## config.mk

```make
export PLATFORM = sky130hd
export DESIGN_NAME = ues_core
export DESIGN_NICKNAME = d
export VERILOG_FILES = /design/src/inc/ues_pkg.sv /design/src/rtl/ues_stat_fifo.sv /design/src/rtl/ues_core.sv
export VERILOG_INCLUDE_DIRS = /design/src /design/src/inc
export SDC_FILE = /design/constraint.sdc
export NUM_CORES = 1
export LEC_CHECK = 0
export ABC_AREA = 1
export BUFFER_PORTS_ARGS = -buffer_cell sky130_fd_sc_hd__buf_2
export CAP_MARGIN = 30
export CORE_MARGIN = 8
export CORE_UTILIZATION = 49
export CTS_CLUSTER_DIAMETER = 60
export CTS_CLUSTER_SIZE = 24
export DETAILED_ROUTE_END_ITERATION = 10
export PLACE_DENSITY = 0.72
export SLEW_MARGIN = 20
export SYNTH_ARGS = -nofsm -noshare
export SYNTH_HDL_FRONTEND = slang
export SYNTH_SLANG_ARGS = --single-unit
```

## constraint.sdc

```tcl
create_clock -name core_clk -period 4.7 [get_ports core_clk]
set_input_delay 0.94 -clock core_clk [delete_from_list [all_inputs] [get_ports core_clk]]
set_output_delay 0.94 -clock core_clk [all_outputs]
set_load 0.1 [all_outputs]
```

## src/inc/ues_defines.svh

```systemverilog
// Function
// (RULE_01) Device mode: token CRC5 failure sets flag bit 1.
// (RULE_02) Host mode: bit 1 flags busy link when frame countdown hits zero.
// (RULE_03) Packet identifier check failure sets flag bit 0.
// (RULE_04) Late bus grant or truncated packet sets memory-transfer error flag.
// (RULE_05) More than sixteen idle bit times after end-of-packet sets time-out.
// (RULE_06) Per-flag enable bits 7..0, reset zero, gate the error summary.
// (RULE_07) Error summary reaches module interrupt only with error enable set.
// (RULE_08) Status bits 7..4 give last endpoint number 0..15.
// (RULE_09) Status bit 3 is one for transmit, zero for receive.
// (RULE_10) Status bit 2 is one for odd bank, zero for even.
// (RULE_11) Status is head of four-entry FIFO, valid while done flag set.
// (RULE_12) Clearing the done flag pops the status FIFO.
// (RULE_13) Control bits 7 and 6 show live J state and single-ended zero.
// (RULE_14) Device mode: bit 5 disables processing, set by SETUP, software clears.
// (RULE_15) Host mode: bit 5 reads one while a token executes.
// (RULE_16) Host software checks token busy before writing a new token.
// (RULE_17) Host mode: control bit 4 drives bus reset while one.
// (RULE_18) Control bit 3 enables host; any change resets host control logic.
// (RULE_19) Software holds resume 10 ms as function, 25 ms as host.
// (RULE_20) Bit 2 drives resume; host appends low-speed end-of-packet on clear.
// (RULE_21) Bits 31..8 read zero; status bits 1 and 0 read zero.
// (RULE_22) Hardware sets error flags; writing one clears, zero no effect.
// (RULE_23) Host mode with frame-start enable sends start-of-frame every ms.
// (RULE_24) No new completion reported while all four FIFO entries are full.
`ifndef UES_DEFINES_SVH
`define UES_DEFINES_SVH
`define UES_OFS_ERR_FLAGS 6'h00
`define UES_OFS_ERR_EN 6'h04
`define UES_OFS_STATUS 6'h08
`define UES_OFS_CONTROL 6'h0C
`define UES_OFS_IRQ_EN 6'h10
`define UES_OFS_IRQ_FLAGS 6'h14
`define UES_ERR_PID 0
`define UES_ERR_CRC5_EOF 1
`define UES_ERR_CRC16 2
`define UES_ERR_DSIZE 3
`define UES_ERR_TOUT 4
`define UES_ERR_MEM 5
`define UES_ERR_BMX 6
`define UES_ERR_STUFF 7
`define UES_CON_LINE_J_STATE 7
`define UES_CON_SE0 6
`define UES_CON_PKT 5
`define UES_CON_BUSRST 4
`define UES_CON_HOST 3
`define UES_CON_RESUME 2
`define UES_CON_BANKRST 1
`define UES_CON_EN 0
`define UES_IE_ERR 1
`define UES_IF_TRN 3
`define UES_IF_ERR 1
`define UES_FIFO_DEPTH 4
`define UES_CLK_HZ 40000000
`define UES_BIT_NS 83
`define UES_TURN_BITS 16
`define UES_TURN_CYC ((`UES_TURN_BITS * `UES_BIT_NS * 40 + 999) / 1000)
`define UES_FRAME_US 1000
`define UES_FRAME_CYC (`UES_FRAME_US * 40)
`define UES_LSEOP_NS 1330
`define UES_LSEOP_CYC ((`UES_LSEOP_NS * 40) / 1000)
`endif

```

## src/inc/ues_pkg.sv

```systemverilog
package ues_pkg;
   typedef enum logic [1:0] {
      UES_RS_IDLE = 2'b00,
      UES_RS_DRIVE = 2'b01,
      UES_RS_EOP = 2'b11
   } ues_resume_t;
   typedef struct packed {
      logic [5:0] ep_info;
   } ues_entry_t;
endpackage

```

## src/rtl/ues_stat_fifo.sv

```systemverilog
`timescale 1ns/1ps
module ues_stat_fifo (
   input wire logic core_clk,
   input wire logic reset,
   input wire logic push,
   input wire logic [5:0] push_data,
   input wire logic pop,
   output logic full,
   output logic empty,
   output logic [5:0] head
);
   import ues_pkg::*;
   typedef struct packed {
      logic [3:0][5:0] mem;
      logic [1:0] rd;
      logic [1:0] wr;
      logic [2:0] cnt;
   } ues_fifo_t;
   ues_fifo_t st_reg, st_next;
   logic do_push, do_pop;
   // =========================
   // Four-entry queue
   always_comb begin
      st_next = st_reg;
      do_pop = pop && (st_reg.cnt != 3'h0);
      do_push = push && (st_reg.cnt != 3'h4);
      if (do_push) begin
         st_next.mem[st_reg.wr] = push_data;
         st_next.wr = st_reg.wr + 2'h1;
      end
      if (do_pop) begin
         st_next.rd = st_reg.rd + 2'h1;
      end
      if (do_push && !do_pop) begin
         st_next.cnt = st_reg.cnt + 3'h1;
      end else if (do_pop && !do_push) begin
         st_next.cnt = st_reg.cnt - 3'h1;
      end
   end
   always_ff @(posedge core_clk) begin
      if (reset) begin
         st_reg <= '0;
      end else begin
         st_reg <= st_next;
      end
   end
   assign full = (st_reg.cnt == 3'h4);
   assign empty = (st_reg.cnt == 3'h0);
   assign head = st_reg.mem[st_reg.rd];
endmodule

```

## src/rtl/ues_core.sv

```systemverilog
// The implementer's own choices: the Avalon-MM slave port and the address map.
`timescale 1ns/1ps
`include "ues_defines.svh"
module ues_core (
   input wire logic core_clk,
   input wire logic reset,
   input wire logic [5:0] avs_address,
   input wire logic avs_read,
   input wire logic avs_write,
   input wire logic [31:0] avs_writedata,
   output logic [31:0] avs_readdata,
   output logic avs_waitrequest,
   input wire logic line_j_pin,
   input wire logic line_se0_pin,
   input wire logic ev_token_crc_bad,
   input wire logic ev_pid_bad,
   input wire logic ev_crc16_bad,
   input wire logic ev_dsize_bad,
   input wire logic ev_stuff_bad,
   input wire logic ev_bmx_bad,
   input wire logic ev_grant_late,
   input wire logic ev_truncated,
   input wire logic link_busy,
   input wire logic eop_seen,
   input wire logic resp_seen,
   input wire logic setup_seen,
   input wire logic token_start,
   input wire logic token_end,
   input wire logic trn_valid,
   input wire logic [3:0] trn_endpoint,
   input wire logic trn_tx,
   input wire logic trn_odd,
   output logic trn_ready,
   output logic module_irq,
   output logic bus_reset_out,
   output logic resume_out,
   output logic lseop_out,
   output logic sof_pulse,
   output logic host_logic_reset,
   output logic processing_disabled
);
   import ues_pkg::*;
   typedef struct packed {
      logic [1:0] j_sync;
      logic [1:0] se0_sync;
      logic [7:0] err_flags;
      logic [7:0] err_en;
      logic [7:0] ie;
      logic [7:0] con;
      logic trn_if;
      logic tok_busy;
      logic waiting;
      logic [9:0] turn_cnt;
      logic [15:0] frame_cnt;
      ues_resume_t rs;
      logic [6:0] eop_cnt;
      logic [31:0] rdata;
      logic ack;
      logic irq;
      logic sof;
      logic hrst;
      logic busrst;
      logic rsout;
      logic lsout;
      logic wreq;
      logic pdis;
   } ues_state_t;
   ues_state_t s_reg, s_next;
   logic fifo_full, fifo_empty, fifo_pop, fifo_push;
   logic [5:0] fifo_head;
   logic wr, rd, host, frame_zero;
   logic [7:0] err_set, stat_val, con_val;

   ues_stat_fifo u_fifo (
      .core_clk(core_clk),
      .reset(reset || s_reg.hrst),
      .push(fifo_push),
      .push_data({trn_endpoint, trn_tx, trn_odd}), // [RULE_09] [RULE_10]
      .pop(fifo_pop),
      .full(fifo_full),
      .empty(fifo_empty),
      .head(fifo_head)
   );

   // Write lands on the edge that completes the transfer, one edge after the wait state ends
   assign wr = avs_write && s_reg.ack;
   assign rd = avs_read && !s_reg.ack;
   assign host = s_reg.con[`UES_CON_HOST];
   assign frame_zero = (s_reg.frame_cnt == 16'h0000);
   assign fifo_push = trn_valid && !fifo_full; // [RULE_24]
   assign trn_ready = !fifo_full; // [RULE_24]
   assign fifo_pop = wr && (avs_address == `UES_OFS_IRQ_FLAGS)
      && avs_writedata[`UES_IF_TRN] && s_reg.trn_if; // [RULE_12]

   // =========================
   // Error sources
   always_comb begin
      err_set = 8'h00;
      err_set[`UES_ERR_PID] = ev_pid_bad; // [RULE_03]
      err_set[`UES_ERR_CRC5_EOF] = host ? (frame_zero && link_busy
         && s_reg.con[`UES_CON_EN]) // [RULE_02]
         : ev_token_crc_bad; // [RULE_01]
      err_set[`UES_ERR_CRC16] = ev_crc16_bad;
      err_set[`UES_ERR_DSIZE] = ev_dsize_bad;
      err_set[`UES_ERR_TOUT] = s_reg.waiting
         && (s_reg.turn_cnt == 10'(`UES_TURN_CYC)) && !resp_seen; // [RULE_05]
      err_set[`UES_ERR_MEM] = ev_grant_late || ev_truncated; // [RULE_04]
      err_set[`UES_ERR_BMX] = ev_bmx_bad;
      err_set[`UES_ERR_STUFF] = ev_stuff_bad;
   end

   assign stat_val = fifo_empty ? 8'h00 : {fifo_head, 2'b00}; // [RULE_21]
   always_comb begin
      con_val = s_reg.con;
      con_val[`UES_CON_LINE_J_STATE] = s_reg.j_sync[1]; // [RULE_13]
      con_val[`UES_CON_SE0] = s_reg.se0_sync[1]; // [RULE_13]
      if (host) begin
         con_val[`UES_CON_PKT] = s_reg.tok_busy; // [RULE_15]
      end
   end

   // =========================
   // Next state
   always_comb begin
      s_next = s_reg;
      s_next.j_sync = {s_reg.j_sync[0], line_j_pin};
      s_next.se0_sync = {s_reg.se0_sync[0], line_se0_pin};
      s_next.ack = (avs_read || avs_write) && !s_reg.ack;
      s_next.hrst = 1'b0;
      s_next.sof = 1'b0;
      // Flags: set wins over clear
      if (wr && avs_address == `UES_OFS_ERR_FLAGS) begin
         s_next.err_flags = s_reg.err_flags & ~avs_writedata[7:0]; // [RULE_22]
      end
      s_next.err_flags = s_next.err_flags | err_set; // [RULE_22]
      if (wr && avs_address == `UES_OFS_ERR_EN) begin
         s_next.err_en = avs_writedata[7:0]; // [RULE_06]
      end
      if (wr && avs_address == `UES_OFS_IRQ_EN) begin
         s_next.ie = avs_writedata[7:0];
      end
      if (wr && avs_address == `UES_OFS_CONTROL) begin
         s_next.con[5:0] = avs_writedata[5:0];
         if (avs_writedata[`UES_CON_HOST] != host) begin
            s_next.hrst = 1'b1; // [RULE_18]
         end
      end
      if (!host && setup_seen) begin
         s_next.con[`UES_CON_PKT] = 1'b1; // [RULE_14]
      end
      s_next.con[`UES_CON_BANKRST] = 1'b0;
      // Done flag tracks FIFO head
      s_next.trn_if = !fifo_empty && !fifo_pop
         || fifo_push && fifo_empty; // [RULE_11]
      if (fifo_pop && fifo_push) begin
         s_next.trn_if = 1'b1;
      end else if (fifo_pop) begin
         s_next.trn_if = 1'b0;
      end
      if (token_start) begin
         s_next.tok_busy = 1'b1;
      end else if (token_end) begin
         s_next.tok_busy = 1'b0;
      end
      // Turnaround watch
      if (eop_seen) begin
         s_next.waiting = 1'b1;
         s_next.turn_cnt = 10'h000;
      end else if (resp_seen || err_set[`UES_ERR_TOUT]) begin
         s_next.waiting = 1'b0;
      end else if (s_reg.waiting) begin
         s_next.turn_cnt = s_reg.turn_cnt + 10'h001;
      end
      // Frame timer
      if (host && s_reg.con[`UES_CON_EN]) begin
         if (frame_zero) begin
            s_next.frame_cnt = 16'(`UES_FRAME_CYC - 1);
            s_next.sof = 1'b1; // [RULE_23]
         end else begin
            s_next.frame_cnt = s_reg.frame_cnt - 16'h0001;
         end
      end else begin
         s_next.frame_cnt = 16'(`UES_FRAME_CYC - 1);
      end
      // Resume sequencer
      case (s_reg.rs)
         UES_RS_IDLE: begin
            if (s_reg.con[`UES_CON_RESUME]) begin
               s_next.rs = UES_RS_DRIVE;
            end
         end
         UES_RS_DRIVE: begin
            if (!s_reg.con[`UES_CON_RESUME]) begin
               s_next.rs = host ? UES_RS_EOP : UES_RS_IDLE; // [RULE_20]
               s_next.eop_cnt = 7'(`UES_LSEOP_CYC);
            end
         end
         UES_RS_EOP: begin
            if (s_reg.eop_cnt == 7'h00) begin
               s_next.rs = UES_RS_IDLE;
            end else begin
               s_next.eop_cnt = s_reg.eop_cnt - 7'h01;
            end
         end
         default: s_next.rs = UES_RS_IDLE;
      endcase
      if (s_reg.hrst) begin
         // Queue is flushed, so no entry is left to flag
         s_next.trn_if = 1'b0;
         s_next.tok_busy = 1'b0;
         s_next.frame_cnt = 16'(`UES_FRAME_CYC - 1);
         s_next.rs = UES_RS_IDLE;
      end
      // Outputs
      s_next.irq = (|(s_reg.err_flags & s_reg.err_en)) // [RULE_06]
         && s_reg.ie[`UES_IE_ERR]; // [RULE_07]
      s_next.busrst = host && s_reg.con[`UES_CON_BUSRST]; // [RULE_17]
      s_next.rsout = (s_reg.rs == UES_RS_DRIVE); // [RULE_20]
      s_next.lsout = (s_reg.rs == UES_RS_EOP);
      s_next.wreq = !s_next.ack;
      s_next.pdis = s_next.con[`UES_CON_PKT] && !s_next.con[`UES_CON_HOST];
      s_next.rdata = 32'h0;
      if (rd) begin
         case (avs_address)
            `UES_OFS_ERR_FLAGS: s_next.rdata = {24'h0, s_reg.err_flags};
            `UES_OFS_ERR_EN: s_next.rdata = {24'h0, s_reg.err_en};
            `UES_OFS_STATUS: s_next.rdata = {24'h0, stat_val}; // [RULE_08]
            `UES_OFS_CONTROL: s_next.rdata = {24'h0, con_val}; // [RULE_21]
            `UES_OFS_IRQ_EN: s_next.rdata = {24'h0, s_reg.ie};
            `UES_OFS_IRQ_FLAGS: s_next.rdata = {28'h0, s_reg.trn_if,
               1'b0, s_reg.irq, 1'b0};
            default: s_next.rdata = 32'h0;
         endcase
      end
   end

   always_ff @(posedge core_clk) begin
      if (reset) begin
         s_reg <= '0;
         s_reg.frame_cnt <= 16'(`UES_FRAME_CYC - 1);
         s_reg.wreq <= 1'b1;
      end else begin
         s_reg <= s_next;
      end
   end

   assign avs_readdata = s_reg.rdata;
   assign avs_waitrequest = s_reg.wreq;
   assign module_irq = s_reg.irq;
   assign bus_reset_out = s_reg.busrst;
   assign resume_out = s_reg.rsout;
   assign lseop_out = s_reg.lsout;
   assign sof_pulse = s_reg.sof;
   assign host_logic_reset = s_reg.hrst;
   assign processing_disabled = s_reg.pdis;

   // =========================
   // Checks
   property p_pid;
      @(posedge core_clk) disable iff (reset)
      ev_pid_bad |=> s_reg.err_flags[`UES_ERR_PID];
   endproperty
   a_pid: assert property (p_pid) else $error("pid flag"); // [RULE_03]
   property p_crc5;
      @(posedge core_clk) disable iff (reset)
      !host && ev_token_crc_bad |=> s_reg.err_flags[`UES_ERR_CRC5_EOF];
   endproperty
   a_crc5: assert property (p_crc5) else $error("crc5"); // [RULE_01]
   property p_mem;
      @(posedge core_clk) disable iff (reset)
      ev_truncated |=> s_reg.err_flags[`UES_ERR_MEM];
   endproperty
   a_mem: assert property (p_mem) else $error("mem"); // [RULE_04]
   property p_irq;
      @(posedge core_clk) disable iff (reset)
      !s_reg.ie[`UES_IE_ERR] |=> !module_irq;
   endproperty
   a_irq: assert property (p_irq) else $error("irq gate"); // [RULE_07]
   property p_en;
      @(posedge core_clk) disable iff (reset)
      (s_reg.err_en == 8'h00) |=> !module_irq;
   endproperty
   a_en: assert property (p_en) else $error("enable gate"); // [RULE_06]
   property p_full;
      @(posedge core_clk) disable iff (reset)
      fifo_full && !fifo_pop && !s_reg.hrst
         |=> fifo_full && $stable(fifo_head);
   endproperty
   a_full: assert property (p_full) else $error("full"); // [RULE_24]
   property p_setup;
      @(posedge core_clk) disable iff (reset)
      !host && setup_seen && !s_reg.hrst |=> s_reg.con[`UES_CON_PKT];
   endproperty
   a_setup: assert property (p_setup) else $error("setup"); // [RULE_14]
   property p_hrst;
      @(posedge core_clk) disable iff (reset)
      $changed(host) |-> $past(s_reg.hrst) == 1'b0 ##0 s_reg.hrst;
   endproperty
   a_hrst: assert property (p_hrst) else $error("host rst"); // [RULE_18]
   property p_tout;
      @(posedge core_clk) disable iff (reset)
      $rose(s_reg.err_flags[`UES_ERR_TOUT])
         |-> $past(s_reg.turn_cnt) == 10'(`UES_TURN_CYC);
   endproperty
   a_tout: assert property (p_tout) else $error("turnaround"); // [RULE_05]
   property p_trn;
      @(posedge core_clk) disable iff (reset)
      s_reg.trn_if |-> !fifo_empty;
   endproperty
   a_trn: assert property (p_trn) else $error("done flag"); // [RULE_11]
   property p_lseop;
      @(posedge core_clk) disable iff (reset)
      host && !s_reg.hrst && s_reg.rs == UES_RS_DRIVE
         && $fell(s_reg.con[`UES_CON_RESUME]) |-> ##2 lseop_out;
   endproperty
   a_lseop: assert property (p_lseop) else $error("ls eop"); // [RULE_20]
   property p_rsdrv;
      @(posedge core_clk) disable iff (reset)
      s_reg.con[`UES_CON_RESUME] && s_reg.rs == UES_RS_DRIVE |=> resume_out;
   endproperty
   a_rsdrv: assert property (p_rsdrv) else $error("resume"); // [RULE_20]
   property p_busrst;
      @(posedge core_clk) disable iff (reset)
      host && s_reg.con[`UES_CON_BUSRST] |=> bus_reset_out;
   endproperty
   a_busrst: assert property (p_busrst) else $error("bus reset"); // [RULE_17]
   property p_sof;
      @(posedge core_clk) disable iff (reset)
      !host |=> !sof_pulse;
   endproperty
   a_sof: assert property (p_sof) else $error("frame start"); // [RULE_23]
   property p_wreq;
      @(posedge core_clk) disable iff (reset)
      !avs_waitrequest |=> avs_waitrequest;
   endproperty
   a_wreq: assert property (p_wreq) else $error("wait state");
   c_irq: cover property (@(posedge core_clk) module_irq);
   c_full: cover property (@(posedge core_clk) fifo_full);
   c_lseop: cover property (@(posedge core_clk) lseop_out);
   c_sof: cover property (@(posedge core_clk) sof_pulse);
endmodule

```

======== After elaboration in Yosys (flattened, before gate mapping) ========
Index checks and enable logic that the tools add are counted.
Widths: inputs -> output; s select.
word-level totals
  flip-flop bits (word level) ............. 144
  bits of input ports ..................... 65
  logic and storage cells ................. 159
cells by class
  $add $sub $neg .......................... 7
  $lt $le $gt $ge ......................... 3
  equal/unequal tests ..................... 15
  mux-type cells .......................... 31
  bitwise gates (word level) .............. 8
  reduce and logical (&&, ||, !) cells .... 63
operator list
  kind                   number
  $pmux 8 s6             1
  $logic_and 1x1->1      28
  $bwmux 24              1
  $mux 10                2
  $mux 6                 3
  $and 8x8->8            2
  $logic_not 16->1       1
  $mux 8                 2
  $sub 16x1->16 const B  1
  $pmux 7 s2             1
  $bmux 6 s2             1
  $demux 6 s2            1
  $eq 6x4->1 const B     2
  $eq 6x5->1 const B     2
  $mux 11                1
  $add 10x1->10 const B  1
  $eq 10x6->1 const B    1
  $logic_not 1->1        10
  $mux 1                 10
  $reduce_or 2->1        5
  $mux 9                 1
  $not 8->8              1
  $or 8x8->8             1
  $reduce_bool 2->1      4
  other kinds (29)       44

======== Depth between registers and ports, before layout ========
Gate-level depths: netlist of run 1.
  depth after elaboration ................. 9
  mapped depth ............................ 12

======== By module ========
From an unflattened synthesis of run 1, not the netlist that was laid out.
second synthesis, totals
  cells, all modules ...................... 877
  area, all modules ....................... 6195.9 sq um
by module, submodules not included
  module         times used  cells each  area an instance (sq um)
  ues_core       1           602         4377.9
  ues_stat_fifo  1           275         1818.0

======== Worst setup path before layout of run 1 ========
OpenSTA, ideal clock, no wires.
  kind .................................... reg2reg
  start point ............................. register u_fifo.st_reg[1] (netlist bit)
  end point ............................... register u_fifo.st_reg[2] (netlist bit)
  library setup time ...................... 122 ps
  arrival ................................. 2668 ps
  required time ........................... 4578 ps
  setup slack ............................. 1910 ps
  stages on the path, launching flop included .. 13
  path through ............................ dfxtp_1 inv_1 nand3_1 nand2_2 inv_2 buf_2 ha_1 inv_1 fa_1 a21oi_1 o21ai_0 o21ai_0 a21oi_1
on the way
  longest elaborated chain between the ends .. 7
  elaborated cells between the ends (all ways) .. 16
ends and longest elaborated chain
  item                                line                 source
  start: declaration                  ues_stat_fifo.sv:19  ues_fifo_t st_reg, st_next;
  start signal: assignment            ues_stat_fifo.sv:44  st_reg <= st_next;
  $eq 3x3->1 *                        ues_stat_fifo.sv:47  assign full = (st_reg.cnt == 3'h4);
  $logic_not 1->1 *                   --
  named net trn_ready                 ues_core.sv:33       output logic trn_ready,
  $logic_and 1x1->1 *                 ues_core.sv:90       assign fifo_push = trn_valid && !fifo_full;
  $logic_and 1x1->1 *                 ues_stat_fifo.sv:26  do_push = push && (st_reg.cnt != 3'h4);
  named net u_fifo.do_push            ues_stat_fifo.sv:20  logic do_push, do_pop;
  $logic_not 1->1                     ues_stat_fifo.sv:36  end else if (do_pop && !do_push) begin
  $logic_and 1x1->1                   ues_stat_fifo.sv:36
  $reduce_bool 2->1 (no source line)  --
Mark *: on every way through the listed nets, which the timed path passes. The rest lies on a longest branch. The select of a mux whose other input is x is not followed.
A chain may end at the register's enable or synchronous reset.

==> run summary, run 1 <==
outcome: completed
Util after Layout: 58.0%
Synth cell types: 43
max-cap violation count: 0
worst-case vdd ir drop: 0.451 mV
H-tree levels: 4
FF+latch count, synth: 119
Synth top area share: 41.6%
crit end category: register
CTS sink cnt: 119
NumNets Final: 913
Leakage: 0.00283 uW
multi-input logic area: 2760 um2
DRC errors left: 0
Die X: 124 um
antenna violations before repair: 0
clock-pin slew on the worst setup and hold paths: 0.06 ns
Critical Path RT: 5.00 ns
Hold Fails Final Rpt: 0
sequential share of the synthesized area: 41.6%
Mapped Cells: 784
Initial Util: 50.2%
Pwr Total: 2770 uW
fill count: 1073
Yosys warnings: 0
top-level I/O count: 106
ratio of final minimum period to clock period: 51.3%
crit start category: input port
Resized Gates After CTS: 0
Area contributors post-synth: dfxtp_1 42%, nand2_1 10%, a21oi_1 7.3%
largest net degree at the start of global routing: 29
crit-path leading delay family: simple AND/OR/NAND/NOR gates
Largest stage delay, worst path: 0.43 ns
min Tclk post-route: 2.41 ns
wire per inst: 13.5 um
Post-CTS Setup Repair Bufs: 0
Cell Chain, Critical Path: buf_2, nor2_4, nand2_2, nor2_2, nand4_2, ha_1, inv_1, fa_1, o21ai_0, a21oi_1
first-pass GRT wire length: 21.7 mm
Pins Over Slew Limit: 0
Setup TNS Final: 0 ns
global placer's final weighted congestion: 0.811
Slew @ Worst Pin: 0.780 ns
register area: 2380 um2
die height: 124 um
later-pin clock latency in the skew report: 0.42 ns
vias per cell: 5.01
die footprint: 15400 um2
Arr. time, crit path: 2.71 ns
Overflow after GRT: 0
number of global-route vias before repair: 4596
Mapped Avg Cell Area: 7.31 um2
HP Class: reg -> reg
GR Util All Layers: 18.1%
port bufs: 57
Syn-to-layout area delta: 15.5%
P per Cell Area: 419 nW/um2
vias: 4971
hold_buf cts: 0
slew margin rel.: 47.7%
PnR worst setup slack: 2.29 ns
cell taking the most area after synthesis: dfxtp_1
Routed Antenna Nets: 0
final setup vio count: 0
Root Buffer: clkbuf_16
CP max-delay cell: fa_1
DP HPWL: 9.36 mm
n_diodes: 0
worst-path maximum fanout: 4
total core area: 11400 um2
RSZ-0062 raised after global routing: no
Pre-Repair DR Iteration Count: 6
Rows: 39
pre-CTS setup slack: 1.88 ns
CTS Buf Count: 17
Mapped Area: 5730 um2
Max clock buf depth: 2
Fin Clk Skew: 0.00812 ns
wirelength, routed: 13.4 mm
first-iteration detailed-routing DRC count: 266
CTS tree: yes
max reg flops: 64
critical path class: in -> reg
fraction of layout cells with a size suffix above 1: 15.8%
Worst Path Buf+Inv: 2
f_max: 415 MHz
-- layer usage --
layer / GRT usage [%] / share of wire, % / up-vias
met5: 0 / 0 / -
met4: 5.13 / 1.1 / 0
met3: 6.03 / 6.0 / 12
met2: 28.0 / 45 / 105
met1: 23.5 / 48 / 2279
li1: - / - / 2575
-- Yosys cell counts (all sizes together) --
cell type,count
and3,1
ha,11
o22ai,1
buf,42
o211ai,1
nor3,12
clkinv,2
nand2,168
a211oi,4
a22oi,2
nand3b,1
a31oi,2
nand3,48
xnor2,5
o2111ai,1
clkbuf,5
nand4,6
fa,1
inv,88
conb,1
dfxtp,119
o21ai,65
or2,3
a21oi,85
nor2,98
xor2,12
-- worst register-to-register path, delay by kind of cell (launching register included) --
family,cells,cell delay (ns)
adder cells (fa/ha/maj),2,0.60
AO/OA/AOI/OAI,4,0.48
buffers and inverters,3,0.45
flip-flops,1,0.39
AND/OR/NAND/NOR,2,0.21
-- layout make-up --
class	instances	share of cell area, %
tap	143	2.70
clock inverter	12	2.99
clock buffer	20	7.05
sequential	119	36.0
inverter	90	5.22
multi-input combinational	551	41.7
timing repair buffer	57	4.31
-- final timing paths --
| kind | cells after the start | end | slack (ns) | startpoint |
|---|---|---|---|---|
| worst max register to register | 11 | u_fifo.st_reg[2] | 2.48 | u_fifo.st_reg[0] |
| worst max-delay path | 10 | u_fifo.st_reg[1] | 2.29 | avs_address[1] |
| worst min register to register | 1 | s_reg[50] | 0.39 | s_reg[50] |
| worst min-delay path | 1 | s_reg[50] | 0.39 | s_reg[50] |
-- power breakdown --
group	switching, uW	internal [uW]
registers	17.7	1040
clock network	465	980
logic	213	54.8
-- cells by family (layout without fill, tap and decap cells) --
group,after synthesis,in the layout,synth area share [%]
AO/OA/AOI/OAI,161,161,14.9
XOR/XNOR,17,17,2.60
adder cells (fa/ha/maj),12,12,2.75
buffers and inverters,137,179,11.7
flip-flops,119,119,41.6
other,1,24,0.0655
AND/OR/NAND/NOR,337,337,26.4
-- metrics by stage --
step                      instances  instance area [um2]  hold WS [ns]
after floorplan                 807                 5810         0.366
after global placement          960                 5950         0.374
after detailed placement        960                 5950         0.377
after CTS                       992                 6620         0.390
after global routing            992                 6620         0.405
final                           992                 6620         0.392
-- cells in the final DEF, fill, tap and decap left out, types with 2 or more instances in the layout --
master,n
nand3_2,3
clkinv_2,2
nand4_1,5
nor2_2,7
o21ai_1,3
inv_2,6
clkbuf_16,17
nor3_1,11
bufinv_16,5
nand2_1,157
nor2_4,6
a211oi_1,4
inv_1,81
a31oi_1,2
nand2_2,9
conb_1,24
ha_1,11
dfxtp_1,119
clkinvlp_4,5
buf_2,57
a21oi_1,84
xor2_1,12
xnor2_1,5
nand2_4,2
or2_2,3
a22oi_1,2
clkbuf_8,3
o21ai_2,3
nand3_1,45
nor2_1,84
o21ai_0,59
Power figures use the tool's default switching activity.
==> run 2, diff against run 1 <==
- ABC_AREA: 1 -> 0
- clock period: 4.7 -> 2.3 ns (I/O delays scaled with it)
==> run summary, run 2 <==
outcome: completed
max-cap violation count: 0
fraction of layout cells with a size suffix above 1: 19.2%
DRC errors left: 0
crit end category: register
Pre-Repair DR Iteration Count: 5
ratio of final minimum period to clock period: 92.2%
critical path class: reg -> reg
Mapped Area: 5550 um2
cell taking the most area after synthesis: dfxtp_1
antenna violations before repair: 0
Critical Path RT: 2.64 ns
total core area: 11200 um2
wire per inst: 16.1 um
Post-synth ARST share: 0%
Simple-Gate Fraction of Synth Area: 21.8%
final setup vio count: 0
HP Class: in -> reg
multiplexer area fraction after synthesis: 12.6%
switching share of power: 26.0%
part of the power in registers: 40.9%
first-iteration detailed-routing DRC count: 292
Routed Antenna Nets: 0
Initial Util: 49.5%
hold_buf cts: 0
Fin Clk Skew: 0.0130 ns
Comb pwr share: 11.6%
sequential share of the synthesized area: 42.9%
f_max: 472 MHz
later-pin clock latency in the skew report: 0.41 ns
slew margin rel.: 56.0%
Pwr Total: 5350 uW
RSZ-0062 raised after global routing: no
number of global-route vias before repair: 4428
Rows: 39
vias per cell: 5.42
Mapped Avg Cell Area: 9.32 um2
CTS tree: yes
n_diodes: 0
FF+latch count, synth: 119
clock power share: 47.5%
port bufs: 57
Mapped Cells: 596
min Tclk post-route: 2.12 ns
Arr. time, crit path: 2.46 ns
first-pass GRT wire length: 21.6 mm
H-tree levels: 4
adder-cell share of the synthesized area: 2.84%
fill count: 990
cell area after layout: 6480 um2
Overflow after GRT: 0
Syn-to-layout area delta: 16.6%
wirelength, routed: 13.1 mm
Post-synth top cells: 119 x dfxtp_1, 92 x nor2_1, 54 x mux2i_1
Cell Count, Final, Fillers Out: 809
P per Cell Area: 826 nW/um2
most common cell after layout, fill and taps aside: dfxtp_1
worst-path maximum fanout: 5
DP HPWL: 9.54 mm
Hold Fails Final Rpt: 0
Synth Flop Type: dfxtp_1
Area contributors post-synth: dfxtp_1 43%, mux2i_1 9.7%, nor2_1 6.2%
Net Switching: 1390 uW
XOR/XNOR Fraction of Synth Area: 4.42%
worst-case vdd ir drop: 0.529 mV
top-level I/O count: 106
combinational family with the most area after synthesis: simple AND/OR/NAND/NOR gates
vias: 4386
CTS Buf Count: 17
Leakage: 0.00278 uW
Synth top area share: 42.9%
NumNets Final: 730
Root Buffer: clkbuf_16
crit start category: register
clock-pin slew on the worst setup and hold paths: 0.05 ns
Placed Cells incl. Taps: 777
Synth cell types: 57
Die X: 122 um
Compound-Gate Fraction of Synth Area: 7.43%
Post-synth EDFFs: 0
max reg flops: 64
GR Util All Layers: 18.3%
Slew @ Worst Pin: 0.655 ns
Max clock buf depth: 2
commonest cells after routing, fill and taps aside: 119 x dfxtp_1, 92 x nor2_1, 57 x buf_2, 54 x mux2i_1, 29 x nand3_1
top-count cell post-synth: dfxtp_1
global placer's final weighted congestion: 0.824
die height: 122 um
Yosys warnings: 0
die footprint: 15000 um2
placed cell areas: 5890 um2
CTS sink cnt: 119
Cell Int Power: 3960 uW
largest net degree at the start of global routing: 36
Pins Over Slew Limit: 0
## run 2: cell count changes after synthesis, sizes merged, moves of 7 or more
| cell | previous run | this run |
|---|---|---|
| nor2b | 0 | 7 |
| mux2i | 0 | 54 |
| o21ai | 65 | 8 |
| a311oi | 0 | 9 |
| nand2 | 168 | 28 |
| xor2 | 12 | 19 |
| inv | 88 | 22 |
| a21oi | 85 | 17 |
| clkbuf | 5 | 23 |
| nand3 | 48 | 29 |
## run 2: worst paths after layout
path | from | endpoint | slack, ns | cells past startpoint
worst min-delay path | line_j_pin | s_next[114] | 0.25 | 2
worst max-delay path | u_fifo.st_reg[0] | u_fifo.st_reg[2] | 0.18 | 9
worst max register to register | u_fifo.st_reg[0] | u_fifo.st_reg[2] | 0.18 | 9
worst min register to register | s_next[114] | con_val[7] | 0.44 | 1
## run 2: layout make-up
type	instances	area (um2)	area share, %
repair buffers	75	420	6.49
well taps	143	179	2.76
multi-input cells	418	2830	43.7
flip-flops and latches	119	2380	36.8
clock inverters	8	68.8	1.06
clock buffers	24	512	7.90
inverters	22	82.6	1.28
## run 2: critical path, cell delays in order, from the launching register on
cell and delay [ns]:
dfxtp_1 0.37, nor3_2 0.30, nor4_4 0.08, inv_1 0.06, ha_1 0.19, inv_1 0.07, fa_1 0.37, xor2_1 0.16
or3_1 0.31, a21oi_1 0.14
## run 2: power by group through the flow
stage / combinational, uW / clock [uW] / sequential, uW
3_3_place_gp: 595 / 0 / 2220
4_1_cts: 618 / 2580 / 2180
6_report: 623 / 2540 / 2190
3_5_place_dp: 613 / 0 / 2230
5_1_grt: 671 / 2680 / 2200
2_1_floorplan: 508 / 0 / 2230
## run 2: cell families (layout without fill, tap and decap cells)
logic type | after synthesis | after routing
other | 1 | 24
buffers and inverters | 82 | 129
adder cells (fa/ha/maj) | 12 | 12
AO/OA/AOI/OAI | 61 | 61
multiplexers | 62 | 62
flip-flops | 119 | 119
XOR/XNOR | 28 | 28
AND/OR/NAND/NOR | 231 | 231
## run 2: what timing repair did
item,in CTS,in global routing
endpoints found under the setup margin,0,1
hold endpoints to repair,0,0
buffers inserted,0,0
gates resized for setup,0,2
## run 2: metrics by stage
stage               worst slack [ns]  utilization, %  TNS (ns)  hold slack, ns
floorplan                    0.00176               -         0           0.397
global placement              0.0290            52.5         0           0.419
detailed placement           -0.0256            52.5   -0.0256           0.429
CTS                           0.0674            57.6         0           0.244
global route                  0.0254            57.7         0           0.262
finish                         0.180            57.7         0           0.254
## run 2: per-layer routing
layer  up-vias  part of all wire (%)  track usage [%]
li1       2131                     -                -
met5         -                     0                0
met4         0                   2.4             8.00
met1      2104                    42             20.9
met2       124                    50             31.2
met3        27                   6.1             5.29
